$ cat src/logic/wdt_sleep_pkg.sv
package wdt_sleep_pkg;
   // register indices as printed; byte address is four times the index
   localparam logic [9:0] IDX_OPTION = 10'h081;
   localparam logic [9:0] IDX_STATUS = 10'h003;
   localparam logic [9:0] IDX_WAKE_EN = 10'h010;
   localparam logic [11:0] ADDR_OPTION = {IDX_OPTION, 2'b00};
   localparam logic [11:0] ADDR_STATUS = {IDX_STATUS, 2'b00};
   localparam logic [11:0] ADDR_WAKE_EN = {IDX_WAKE_EN, 2'b00};
   // option_control fields
   localparam int PRESCALER_ASSIGN_BIT = 3;
   localparam int PRESCALE_SELECT_MSB = 2;
   localparam int PRESCALE_SELECT_LSB = 0;
   localparam logic [7:0] OPTION_RESET = 8'hff;
   // status fields
   localparam int TIMEOUT_FLAG_BIT = 4;
   localparam int POWERDOWN_FLAG_BIT = 3;
   localparam int SLEEPING_BIT = 0;
   // wake enable fields
   localparam int WAKE_INT_BIT = 0;
   localparam int WAKE_PORT_CHANGE_BIT = 1;
   localparam int WAKE_TIMER_ONE_BIT = 2;
   localparam int WAKE_CAPTURE_BIT = 3;
   localparam int WAKE_SPECIAL_TRIG_BIT = 4;
   localparam int WAKE_CLOCKED_PERIPH_BIT = 5;
   localparam int WAKE_SRC_COUNT = 6;
   localparam logic [5:0] WAKE_EN_RESET = 6'h00;
   // watchdog base period in watchdog-oscillator cycles
   localparam int WDT_BASE_CYCLES = 1024;
   localparam logic [31:0] APB_ZERO = 32'h00000000;
   typedef enum logic [1:0]
   {
      RUN_ST = 2'b00,
      SLEEP_ST = 2'b01
   } power_state_t;
endpackage

$ cat src/logic/wdt_sleep_ctrl.sv
// Overview of operation
// - interrupt entry pushes only the return program counter; nothing else is saved.
// - watchdog counts its own free oscillator, so it runs while main clock stops.
// - watchdog expiry during normal running issues a watchdog-kind device reset.
// - watchdog expiry during power-down wakes the device to continue execution.
// - any watchdog expiry clears the time-out flag, status bit 4.
// - cleared watchdog enable fuse disables the watchdog permanently.
// - postscaler is the timer0 prescaler; option_control bit 3 assigns, bits 2:0 select.
// - watchdog-clear or power-down instruction clears watchdog and assigned postscaler.
// - watchdog-clear leaves the prescaler assignment bit unchanged.
// - power-down clears powerdown flag, sets timeout flag, clears watchdog, stops oscillator.
// - pins hold their drive state throughout power-down.
// - wake on master clear, enabled watchdog expiry, or enabled wake interrupts.
// - master-clear wake is a full reset; other wakes continue execution.
// - peripheral wake only from async timer one, capture, or special trigger.
// - internally clocked peripherals raise no wake during power-down.
// - power-down instruction prefetches the next program address.
// - a source wakes only if its own enable is set, regardless of global enable.
// - interrupt wake with global enable clear continues without vectoring.
// - interrupt wake with global enable set runs next instruction, then vectors.
// - powerdown flag set at power-up, cleared by every power-down instruction that is not made a no-operation.
// - watchdog division ratios run 1:1 to 1:128 in powers of two.
// - pending enabled interrupt with global enable clear makes power-down a no-operation.
// - interrupt arriving during or after power-down instruction wakes right after it.
//
// Design decision made here: the APB slave port.
module wdt_sleep_ctrl #(
   parameter int WDT_BASE = wdt_sleep_pkg::WDT_BASE_CYCLES
)(
   // clock and reset
   input wire logic SYS_CLK,
   input wire logic RESET,
   // apb slave
   input wire logic PSEL,
   input wire logic PENABLE,
   input wire logic PWRITE,
   input wire logic [11:0] PADDR,
   input wire logic [31:0] PWDATA,
   output logic [31:0] PRDATA,
   output logic PREADY,
   output logic PSLVERR,
   // pins and fuse
   input wire logic WDT_OSC,
   input wire logic MASTER_CLEAR_PIN_N,
   input wire logic WATCHDOG_ENABLE_FUSE,
   // core events, same clock
   input wire logic WATCHDOG_CLEAR_INSTR,
   input wire logic SLEEP_INSTR,
   input wire logic IRQ_ENTRY,
   input wire logic IRQ_PENDING,
   input wire logic GLOBAL_IRQ_ENABLE,
   input wire logic TIMER0_TICK,
   input wire logic TIMER0_WRITE,
   // wake requests from interrupt sources
   input wire logic [5:0] WAKE_REQ,
   // outputs to core and system
   output logic WATCHDOG_RESET,
   output logic MASTER_RESET,
   output logic WAKE_RESUME,
   output logic WAKE_VECTOR,
   output logic PREFETCH_NEXT,
   output logic STACK_PUSH_PC,
   output logic OSC_DRIVER_EN,
   output logic IO_HOLD,
   output logic TIMER0_INC
);
   // synchronisers
   logic [2:0] osc_sync_r;
   logic [2:0] master_clear_pin_sync_r;
   logic osc_lvl_r;
   logic osc_prev_r;
   logic master_clear_pin_n_lvl_r;
   logic master_clear_pin_prev_r;
   // registers and state
   logic [7:0] option_r;
   logic [5:0] wake_en_r;
   logic timeout_flag_r;
   logic powerdown_flag_r;
   logic fuse_r;
   wdt_sleep_pkg::power_state_t state_r;
   logic [15:0] base_cnt_r;
   logic [7:0] prescale_cnt_r;
   logic [7:0] tap_mask;
   logic osc_edge;
   logic master_clear_pin_fall;
   logic base_expire;
   logic prescaler_assign_bit;
   logic [2:0] ps_sel;
   logic wdt_clear;
   logic sleep_taken;
   logic wdt_timeout;
   logic irq_wake;
   logic [5:0] wake_allowed;
   logic prescale_tap;
   logic prescale_src;
   logic bus_access;
   logic bus_write;

   assign prescaler_assign_bit = option_r[wdt_sleep_pkg::PRESCALER_ASSIGN_BIT];
   assign ps_sel = option_r[wdt_sleep_pkg::PRESCALE_SELECT_MSB:wdt_sleep_pkg::PRESCALE_SELECT_LSB];
   // three-stage pin synchronisers; a change counts once stages two and three agree
   always_ff @(posedge SYS_CLK)
   begin
      if (RESET)
      begin
         osc_sync_r <= 3'h0;
         master_clear_pin_sync_r <= 3'h7;
         osc_lvl_r <= 1'b0;
         osc_prev_r <= 1'b0;
         master_clear_pin_n_lvl_r <= 1'b1;
         master_clear_pin_prev_r <= 1'b1;
      end
      else
      begin
         osc_sync_r <= {osc_sync_r[1:0], WDT_OSC};
         master_clear_pin_sync_r <= {master_clear_pin_sync_r[1:0], MASTER_CLEAR_PIN_N};
         if (osc_sync_r[1] == osc_sync_r[2])
            osc_lvl_r <= osc_sync_r[2];
         if (master_clear_pin_sync_r[1] == master_clear_pin_sync_r[2])
            master_clear_pin_n_lvl_r <= master_clear_pin_sync_r[2];
         osc_prev_r <= osc_lvl_r;
         master_clear_pin_prev_r <= master_clear_pin_n_lvl_r;
      end
   end

   assign osc_edge = osc_lvl_r & ~osc_prev_r;
   assign master_clear_pin_fall = master_clear_pin_prev_r & ~master_clear_pin_n_lvl_r;
   // fuse is static; caught while reset is held so software cannot touch it
   always_ff @(posedge SYS_CLK)
   begin
      if (RESET)
         fuse_r <= WATCHDOG_ENABLE_FUSE;
   end

   // pending interrupt with global enable clear turns power-down into a no-operation
   assign sleep_taken = SLEEP_INSTR & (state_r == wdt_sleep_pkg::RUN_ST)
                        & ~(IRQ_PENDING & ~GLOBAL_IRQ_ENABLE);
   assign wdt_clear = WATCHDOG_CLEAR_INSTR | sleep_taken;

   // base count runs on watchdog oscillator edges only
   always_ff @(posedge SYS_CLK)
   begin
      if (RESET || wdt_clear || !fuse_r)
         base_cnt_r <= 16'h0000;
      else if (osc_edge)
      begin
         if (base_cnt_r == 16'(WDT_BASE - 1))
            base_cnt_r <= 16'h0000;
         else
            base_cnt_r <= base_cnt_r + 16'h0001;
      end
   end

   assign base_expire = fuse_r & osc_edge & (base_cnt_r == 16'(WDT_BASE - 1));
   // shared counter fed by watchdog base or timer0 clock per assignment
   assign prescale_src = prescaler_assign_bit ? base_expire : TIMER0_TICK;
   // watchdog ratio 2^ps, 1:1 to 1:128; timer0 gets 2^(ps+1)
   // a tap fires when every counted bit below it is one, so the one prescale count serves every ratio
   assign tap_mask = prescaler_assign_bit ? ((8'h01 << ps_sel) - 8'h01) : ((8'h02 << ps_sel) - 8'h01);
   assign prescale_tap = prescale_src & ((prescale_cnt_r & tap_mask) == tap_mask);
   assign wdt_timeout = prescaler_assign_bit ? prescale_tap : base_expire;

   // postscaler clear only if assigned to watchdog
   // assignment bit is left alone here
   always_ff @(posedge SYS_CLK)
   begin
      if (RESET)
         prescale_cnt_r <= 8'h00;
      else if ((prescaler_assign_bit && wdt_clear) || (!prescaler_assign_bit && TIMER0_WRITE))
         prescale_cnt_r <= 8'h00;
      else if (prescale_src)
         prescale_cnt_r <= prescale_cnt_r + 8'h01;
   end

   // timer0 increment pulse when prescaler belongs to timer0
   always_ff @(posedge SYS_CLK)
   begin
      if (RESET)
         TIMER0_INC <= 1'b0;
      else
         TIMER0_INC <= ~prescaler_assign_bit & prescale_tap;
   end

   // only async timer one, capture and special trigger peripherals
   // internally clocked sources are masked in power-down
   // each source gated by its own enable, not global enable
   always_comb
   begin
      wake_allowed = WAKE_REQ & wake_en_r;
      if (state_r == wdt_sleep_pkg::SLEEP_ST)
         wake_allowed[wdt_sleep_pkg::WAKE_CLOCKED_PERIPH_BIT] = 1'b0;
   end

   // an interrupt during or after power-down wakes at once
   assign irq_wake = (|wake_allowed) | IRQ_PENDING;

   // power state machine
   always_ff @(posedge SYS_CLK)
   begin
      if (RESET)
         state_r <= wdt_sleep_pkg::RUN_ST;
      else
      begin
         case (state_r)
            wdt_sleep_pkg::RUN_ST:
               if (sleep_taken && !master_clear_pin_fall)
                  state_r <= wdt_sleep_pkg::SLEEP_ST;
            wdt_sleep_pkg::SLEEP_ST:
               // master clear, watchdog or enabled interrupt ends sleep
               if (master_clear_pin_fall || wdt_timeout || irq_wake)
                  state_r <= wdt_sleep_pkg::RUN_ST;
            default:
               state_r <= wdt_sleep_pkg::RUN_ST;
         endcase
      end
   end

   // status flags; expiry wins over the power-down set in the same cycle
   always_ff @(posedge SYS_CLK)
   begin
      if (RESET)
      begin
         timeout_flag_r <= 1'b1;
         powerdown_flag_r <= 1'b1;
      end
      else if (master_clear_pin_fall)
      begin
         if (state_r == wdt_sleep_pkg::SLEEP_ST)
            timeout_flag_r <= 1'b1;
      end
      else if (wdt_timeout)
      begin
         timeout_flag_r <= 1'b0;
         if (state_r == wdt_sleep_pkg::RUN_ST && !sleep_taken)
            powerdown_flag_r <= 1'b1;
         else
            powerdown_flag_r <= 1'b0;
      end
      else if (sleep_taken)
      begin
         // power-down flag cleared, timeout flag set
         timeout_flag_r <= 1'b1;
         powerdown_flag_r <= 1'b0;
      end
      else if (WATCHDOG_CLEAR_INSTR)
      begin
         timeout_flag_r <= 1'b1;
         powerdown_flag_r <= 1'b1;
      end
   end

   // resets and wake pulses to the core
   always_ff @(posedge SYS_CLK)
   begin
      if (RESET)
      begin
         WATCHDOG_RESET <= 1'b0;
         MASTER_RESET <= 1'b0;
         WAKE_RESUME <= 1'b0;
         WAKE_VECTOR <= 1'b0;
      end
      else
      begin
         // master clear is a full reset, in or out of sleep
         MASTER_RESET <= master_clear_pin_fall;
         // expiry while running resets the device
         WATCHDOG_RESET <= ~master_clear_pin_fall & wdt_timeout & (state_r == wdt_sleep_pkg::RUN_ST)
                           & ~sleep_taken;
         // expiry or interrupt in sleep resumes execution
         WAKE_RESUME <= ~master_clear_pin_fall & (state_r == wdt_sleep_pkg::SLEEP_ST)
                        & (wdt_timeout | irq_wake);
         // no vector with global enable clear
         // next instruction first, then vector at 0004h
         WAKE_VECTOR <= ~master_clear_pin_fall & ~wdt_timeout & (state_r == wdt_sleep_pkg::SLEEP_ST)
                        & irq_wake & GLOBAL_IRQ_ENABLE;
      end
   end

   // oscillator driver, pin hold, prefetch and stack push
   always_ff @(posedge SYS_CLK)
   begin
      if (RESET)
      begin
         OSC_DRIVER_EN <= 1'b1;
         IO_HOLD <= 1'b0;
         PREFETCH_NEXT <= 1'b0;
         STACK_PUSH_PC <= 1'b0;
      end
      else
      begin
         OSC_DRIVER_EN <= ~(sleep_taken & ~master_clear_pin_fall)
                          & ~((state_r == wdt_sleep_pkg::SLEEP_ST)
                              & ~(master_clear_pin_fall | wdt_timeout | irq_wake));
         IO_HOLD <= (sleep_taken & ~master_clear_pin_fall)
                    | ((state_r == wdt_sleep_pkg::SLEEP_ST)
                       & ~(master_clear_pin_fall | wdt_timeout | irq_wake));
         // prefetch of next address while power-down executes
         PREFETCH_NEXT <= SLEEP_INSTR;
         // only the return address is pushed
         STACK_PUSH_PC <= IRQ_ENTRY;
      end
   end

   // apb: one wait state, answer registered
   assign bus_access = PSEL & PENABLE & ~PREADY;
   assign bus_write = PSEL & PENABLE & PREADY & PWRITE & ~PSLVERR;

   always_ff @(posedge SYS_CLK)
   begin
      if (RESET)
      begin
         PREADY <= 1'b0;
         PSLVERR <= 1'b0;
         PRDATA <= wdt_sleep_pkg::APB_ZERO;
      end
      else if (bus_access)
      begin
         PREADY <= 1'b1;
         PSLVERR <= 1'b0;
         PRDATA <= wdt_sleep_pkg::APB_ZERO;
         case (PADDR)
            wdt_sleep_pkg::ADDR_OPTION:
               if (!PWRITE)
                  PRDATA <= {24'h000000, option_r};
            wdt_sleep_pkg::ADDR_WAKE_EN:
               if (!PWRITE)
                  PRDATA <= {26'h0000000, wake_en_r};
            wdt_sleep_pkg::ADDR_STATUS:
               if (!PWRITE)
                  PRDATA <= {27'h0000000, timeout_flag_r, powerdown_flag_r, 2'b00,
                             state_r == wdt_sleep_pkg::SLEEP_ST};
               else
                  PSLVERR <= 1'b1; // flags are hardware-owned
            default:
               PSLVERR <= 1'b1;
         endcase
      end
      else
      begin
         PREADY <= 1'b0;
         PSLVERR <= 1'b0;
      end
   end

   // software-writable registers
   // no register here can turn the watchdog back on
   always_ff @(posedge SYS_CLK)
   begin
      if (RESET)
      begin
         option_r <= wdt_sleep_pkg::OPTION_RESET;
         wake_en_r <= wdt_sleep_pkg::WAKE_EN_RESET;
      end
      else if (bus_write)
      begin
         if (PADDR == wdt_sleep_pkg::ADDR_OPTION)
            option_r <= PWDATA[7:0];
         if (PADDR == wdt_sleep_pkg::ADDR_WAKE_EN)
            wake_en_r <= PWDATA[5:0];
      end
   end

endmodule // wdt_sleep_ctrl

$ cat config.mk
export PLATFORM = sky130hd
export DESIGN_NAME = wdt_sleep_ctrl
export DESIGN_NICKNAME = d
export VERILOG_FILES = /design/src/logic/wdt_sleep_pkg.sv /design/src/logic/wdt_sleep_ctrl.sv
export SDC_FILE = /design/constraint.sdc
export NUM_CORES = 1
export LEC_CHECK = 0
export ABC_AREA = 1
export BUFFER_PORTS_ARGS = -buffer_cell sky130_fd_sc_hd__buf_2
export CORE_AREA = 5 5 101 122
export CTS_CLUSTER_DIAMETER = 200
export CTS_CLUSTER_SIZE = 10
export DETAILED_ROUTE_END_ITERATION = 8
export DIE_AREA = 0 0 106 127
export SYNTH_ARGS = -nofsm -noshare
export SYNTH_HDL_FRONTEND = slang
export SYNTH_SLANG_ARGS = --single-unit
$ cat constraint.sdc
create_clock -name SYS_CLK -period 3 [get_ports SYS_CLK]
set_input_delay 0.45 -clock SYS_CLK [delete_from_list [all_inputs] [get_ports SYS_CLK]]
set_output_delay 0.45 -clock SYS_CLK [all_outputs]
set_load 0.01 [all_outputs]
==> metrics.txt <==
# TYPE chip_impl_metric gauge
chip_impl_info{name="worstSetupStartpointType",value="register"} 1
chip_impl_metric{name="final_layout_size_suffix_gt1_share",unit="%"} 22.0
chip_impl_metric{name="worst_pin_slew",unit="ns"} 0.608
chip_impl_metric{name="ys_seq_area_share",unit="%"} 38.2
chip_impl_metric{name="power.switching_fraction",unit="%"} 20.3
chip_impl_info{name="grt_setup_unrepaired",value="false"} 1
chip_impl_metric{name="final_net_count",unit=""} 642
chip_impl_info{name="worst_r2r_startpoint",value="option_r[3]$_SDFFE_PP1P_"} 1
chip_impl_metric{name="post-cts-setup-buffers",unit=""} 0
chip_impl_metric{name="seq_power_share",unit="%"} 40.8
chip_impl_metric{name="grt_max_degree",unit=""} 32
chip_impl_metric{name="tritoncts.num_buffers",unit=""} 9
chip_impl_metric{name="detail_route.wirelength",unit="um"} 8520
chip_impl_metric{name="global_route.usage.met1",unit="%"} 16.2
chip_impl_metric{name="cap_viol_max_count",unit=""} 0
chip_impl_metric{name="gr-usage-all-layers",unit="%"} 13.3
chip_impl_metric{name="ant_nets",unit=""} 0
chip_impl_metric{name="timing.critical_path.fanout_max",unit=""} 7
chip_impl_info{name="yosys.area.top_type",value="dfxtp_1"} 1
chip_impl_metric{name="floorplan.die.width",unit="um"} 106
chip_impl_metric{name="final_hold_viol_count",unit=""} 0
chip_impl_metric{name="chipHeight",unit="um"} 127
chip_impl_metric{name="hold_depth",unit=""} 2
chip_impl_metric{name="cts-root-to-sink-buffers",unit=""} 2
chip_impl_metric{name="dieArea",unit="um2"} 13500
chip_impl_metric{name="max_slew_margin",unit="%"} 59.4
chip_impl_metric{name="num_io_pins",unit=""} 108
chip_impl_metric{name="finClkSkew",unit="ns"} 0.00509
chip_impl_metric{name="globalRouteMet2Util",unit="%"} 22.7
chip_impl_metric{name="clkLatencyLatePin",unit="ns"} 0.33
chip_impl_info{name="final_common_cell",value="nand2_1"} 1
chip_impl_info{name="cts_root_buf",value="clkbuf_16"} 1
chip_impl_metric{name="finalCriticalPeriod",unit="ns"} 2.37
chip_impl_metric{name="fin_cells",unit=""} 709
chip_impl_metric{name="placement.io_buffers",unit=""} 59
chip_impl_metric{name="htree_num_levels",unit=""} 3
chip_impl_metric{name="final_cell_area",unit="um2"} 4440
chip_impl_metric{name="switchingPower",unit="uW"} 480
chip_impl_info{name="post_synth_main_area_contributors",value="dfxtp_1 37%, nand2_1 8.5%, nand3_1 6.9%"} 1
chip_impl_metric{name="leak_pwr",unit="uW"} 0.00191
chip_impl_metric{name="antenna_found_initial",unit=""} 1
chip_impl_metric{name="number_of_diodes",unit=""} 0
chip_impl_metric{name="flow.area_growth_from_synthesis",unit="%"} 18.4
chip_impl_metric{name="post-route-period-util",unit="%"} 78.8
chip_impl_metric{name="ys_types",unit=""} 50
chip_impl_metric{name="internal-power",unit="uW"} 1890
chip_impl_metric{name="detailedPlacementHpwl",unit="um"} 6630
chip_impl_metric{name="ys_async_sr_fraction",unit="%"} 0
chip_impl_metric{name="worst-r2r-setup-slack",unit="ns"} 0.63
chip_impl_info{name="reg2reg_to",value="powerdown_flag_r$_SDFFE_PP1P_"} 1
chip_impl_metric{name="gp_congestion",unit=""} 0.847
chip_impl_metric{name="grt_first_pass_wirelength",unit="um"} 14800
chip_impl_metric{name="met3_usage_in_global_routing",unit="%"} 3.63
chip_impl_metric{name="placement.setup.worst_slack",unit="ns"} 0.593
chip_impl_info{name="setup.worst_path.class",value="register to register"} 1
chip_impl_metric{name="power.density_cell_area",unit="nW/um2"} 533
chip_impl_metric{name="yosys_warnings",unit=""} 0
chip_impl_metric{name="combPwrFrac",unit="%"} 5.4
chip_impl_metric{name="hold_fix_buffers_at_cts",unit=""} 0
chip_impl_info{name="cp-end-kind",value="register"} 1
chip_impl_metric{name="clock_edge_transition_at_the_registers_on_the_reported_setup_and_hold_paths",unit="ns"} 0.05
chip_impl_metric{name="worst_ep_arrival_time",unit="ns"} 2.56
chip_impl_info{name="hold_path_end",value="master_clear_pin_sync_r[0]$_SDFF_PP1_"} 1
chip_impl_metric{name="totalNegativeSetupSlack",unit="ns"} 0
chip_impl_metric{name="synth-edff-count",unit=""} 1
chip_impl_metric{name="placement_rows",unit=""} 42
chip_impl_metric{name="core-area",unit="um2"} 10900
chip_impl_metric{name="cts.sinks",unit=""} 71
chip_impl_metric{name="route.vias.total",unit=""} 3351
chip_impl_metric{name="syn_avg_cell_area",unit="um2"} 7.34
chip_impl_info{name="synth_top_flop_cell",value="dfxtp_1"} 1
chip_impl_metric{name="routed_via_density",unit=""} 4.73
chip_impl_metric{name="finalSetupViolCount",unit=""} 0
chip_impl_metric{name="setup_ws",unit="ns"} 0.635
chip_impl_metric{name="placed_cells_incl_taps",unit=""} 693
chip_impl_info{name="cts_tree",value="done"} 1
chip_impl_metric{name="dr.first_iter.drc_count",unit=""} 104
chip_impl_info{name="layout.cells.most_common_list",value="85 x nand2_1, 70 x dfxtp_1, 59 x inv_1, 59 x buf_2, 58 x nor2_1"} 1
chip_impl_metric{name="r2r.worst_path.cells",unit=""} 16
chip_impl_metric{name="first_global_vias",unit=""} 3310
chip_impl_metric{name="cts_resized",unit=""} 0
chip_impl_info{name="hold_path_class",value="input pin to register"} 1
chip_impl_metric{name="initial_utilization",unit="%"} 34.3
chip_impl_metric{name="global_route.overflow_total",unit=""} 0
chip_impl_metric{name="cell_area_after_placement",unit="um2"} 4070
chip_impl_metric{name="synth_seq_cells",unit=""} 71
chip_impl_metric{name="drt_pass_1_iters",unit=""} 4
chip_impl_metric{name="area_of_the_mapped_netlist",unit="um2"} 3750
chip_impl_metric{name="pwr-share-clk",unit="%"} 53.8
chip_impl_info{name="worst_min_path_start",value="MASTER_CLEAR_PIN_N"} 1
chip_impl_metric{name="synth_cells",unit=""} 511
chip_impl_metric{name="power.ir.vdd_worst",unit="mV"} 0.318
chip_impl_metric{name="critical_path_required",unit="ns"} 3.20
chip_impl_metric{name="route.detailed.drc",unit=""} 0
chip_impl_metric{name="post_drt_wl_per_cell",unit="um"} 12.0
chip_impl_metric{name="synth_top_cell_area_share",unit="%"} 37.4
chip_impl_metric{name="fmax",unit="MHz"} 423
chip_impl_metric{name="final_max_slew_viol_count",unit=""} 0
chip_impl_info{name="run_status",value="complete, no violations"} 1
chip_impl_info{name="grt_busiest_layer",value="met2"} 1
per-layer routing:
layer  vias up  wire length (um)
met5         -                13
met4         2               131
met3        16               467
met2        99              4020
met1      1490              3890
li1       1744                 -
synth_stat cells (2+ instances only):
cell type  instances
o21ai_0           12
nor4_1             5
nand4_1            7
nor2_2             6
nor3_1            14
nand2_1           85
nand2_2            5
clkinv_1           3
nor2_4             3
buf_6              2
o31ai_1            4
nand2_4            3
nand3_2            6
o311ai_0           3
nor2_1            58
or2_0              2
nand3_4            2
ha_1               5
inv_1             59
or2_2              4
a21oi_1           28
clkbuf_1           4
buf_4             25
dfxtp_1           70
nor3_2             4
a211oi_1           7
buf_2              2
inv_4              2
nand3_1           52
inv_2              9
state kept, by name (all words and copies together) (netlist names), 3 cells and up:
register,cells
master_clear_pin_sync_r,3
osc_sync_r,3
base_cnt_r,16
option_r,8
PRDATA,8
prescale_cnt_r,8
wake_en_r,6
logic make-up after synthesis:
group                      synth area share, %
and+or+nand+nor                           35.0
DFF                                       38.2
other                                    0.100
buffers and inverters                     13.8
adders and majority gates                 1.67
xor gates and xnor gates                 0.467
AOI/OAI and AO/OA                         10.7
worst max path at each step:
stage | from | end | slack [ns] | cells past startpoint
after global routing | option_r[3]$_SDFFE_PP1P_ | powerdown_flag_r$_SDFFE_PP1P_ | 0.27 | 14
after global placement | option_r[3]$_SDFFE_PP1P_ | powerdown_flag_r$_SDFFE_PP1P_ | 0.66 | 16
after floorplan | option_r[3]$_SDFFE_PP1P_ | powerdown_flag_r$_SDFFE_PP1P_ | 0.93 | 16
after detailed placement | option_r[3]$_SDFFE_PP1P_ | powerdown_flag_r$_SDFFE_PP1P_ | 0.59 | 16
final | option_r[3]$_SDFFE_PP1P_ | powerdown_flag_r$_SDFFE_PP1P_ | 0.63 | 16
after CTS | option_r[3]$_SDFFE_PP1P_ | powerdown_flag_r$_SDFFE_PP1P_ | 0.59 | 16
worst max-delay path, stage by stage, from the launching register on:
cell and delay (ns):
dfxtp_1 0.52, ha_1 0.38, nand2_1 0.11, ha_1 0.23, nand2_1 0.07, nor2_1 0.12
nand3_1 0.08, nand3_1 0.08, nand2_1 0.06, nor2_2 0.10, nand3_2 0.10, nand2_4 0.10
nand2_4 0.07, nand2_1 0.07, nand2_1 0.04, nand2_1 0.06, nand3_1 0.06
layout make-up:
class	count	area, um2
inverter	73	279
multi-input combinational	356	1890
clock buffer	12	268
fill	1118	6490
sequential	71	1430
tap	132	165
clock inverter	4	98.8
timing repair buffer	61	310
power by group through the flow:
stage / clock network (uW) / registers [uW] / logic (uW)
after global placement: 0 / 985 / 128
after global routing: 1340 / 966 / 146
final: 1270 / 965 / 129
after detailed placement: 0 / 985 / 129
after CTS: 1300 / 965 / 129
after floorplan: 0 / 987 / 97.7
through the flow:
step           utilization [%]  hold slack [ns]  power (uW)
3_3_place_gp              37.3            0.391        1110
4_1_cts                   40.6            0.297        2390
2_1_floorplan                -            0.388        1080
5_1_grt                   40.6            0.308        2450
6_report                  40.6            0.307        2370
3_5_place_dp              37.3            0.393        1110
Power figures use the tool's default switching activity.
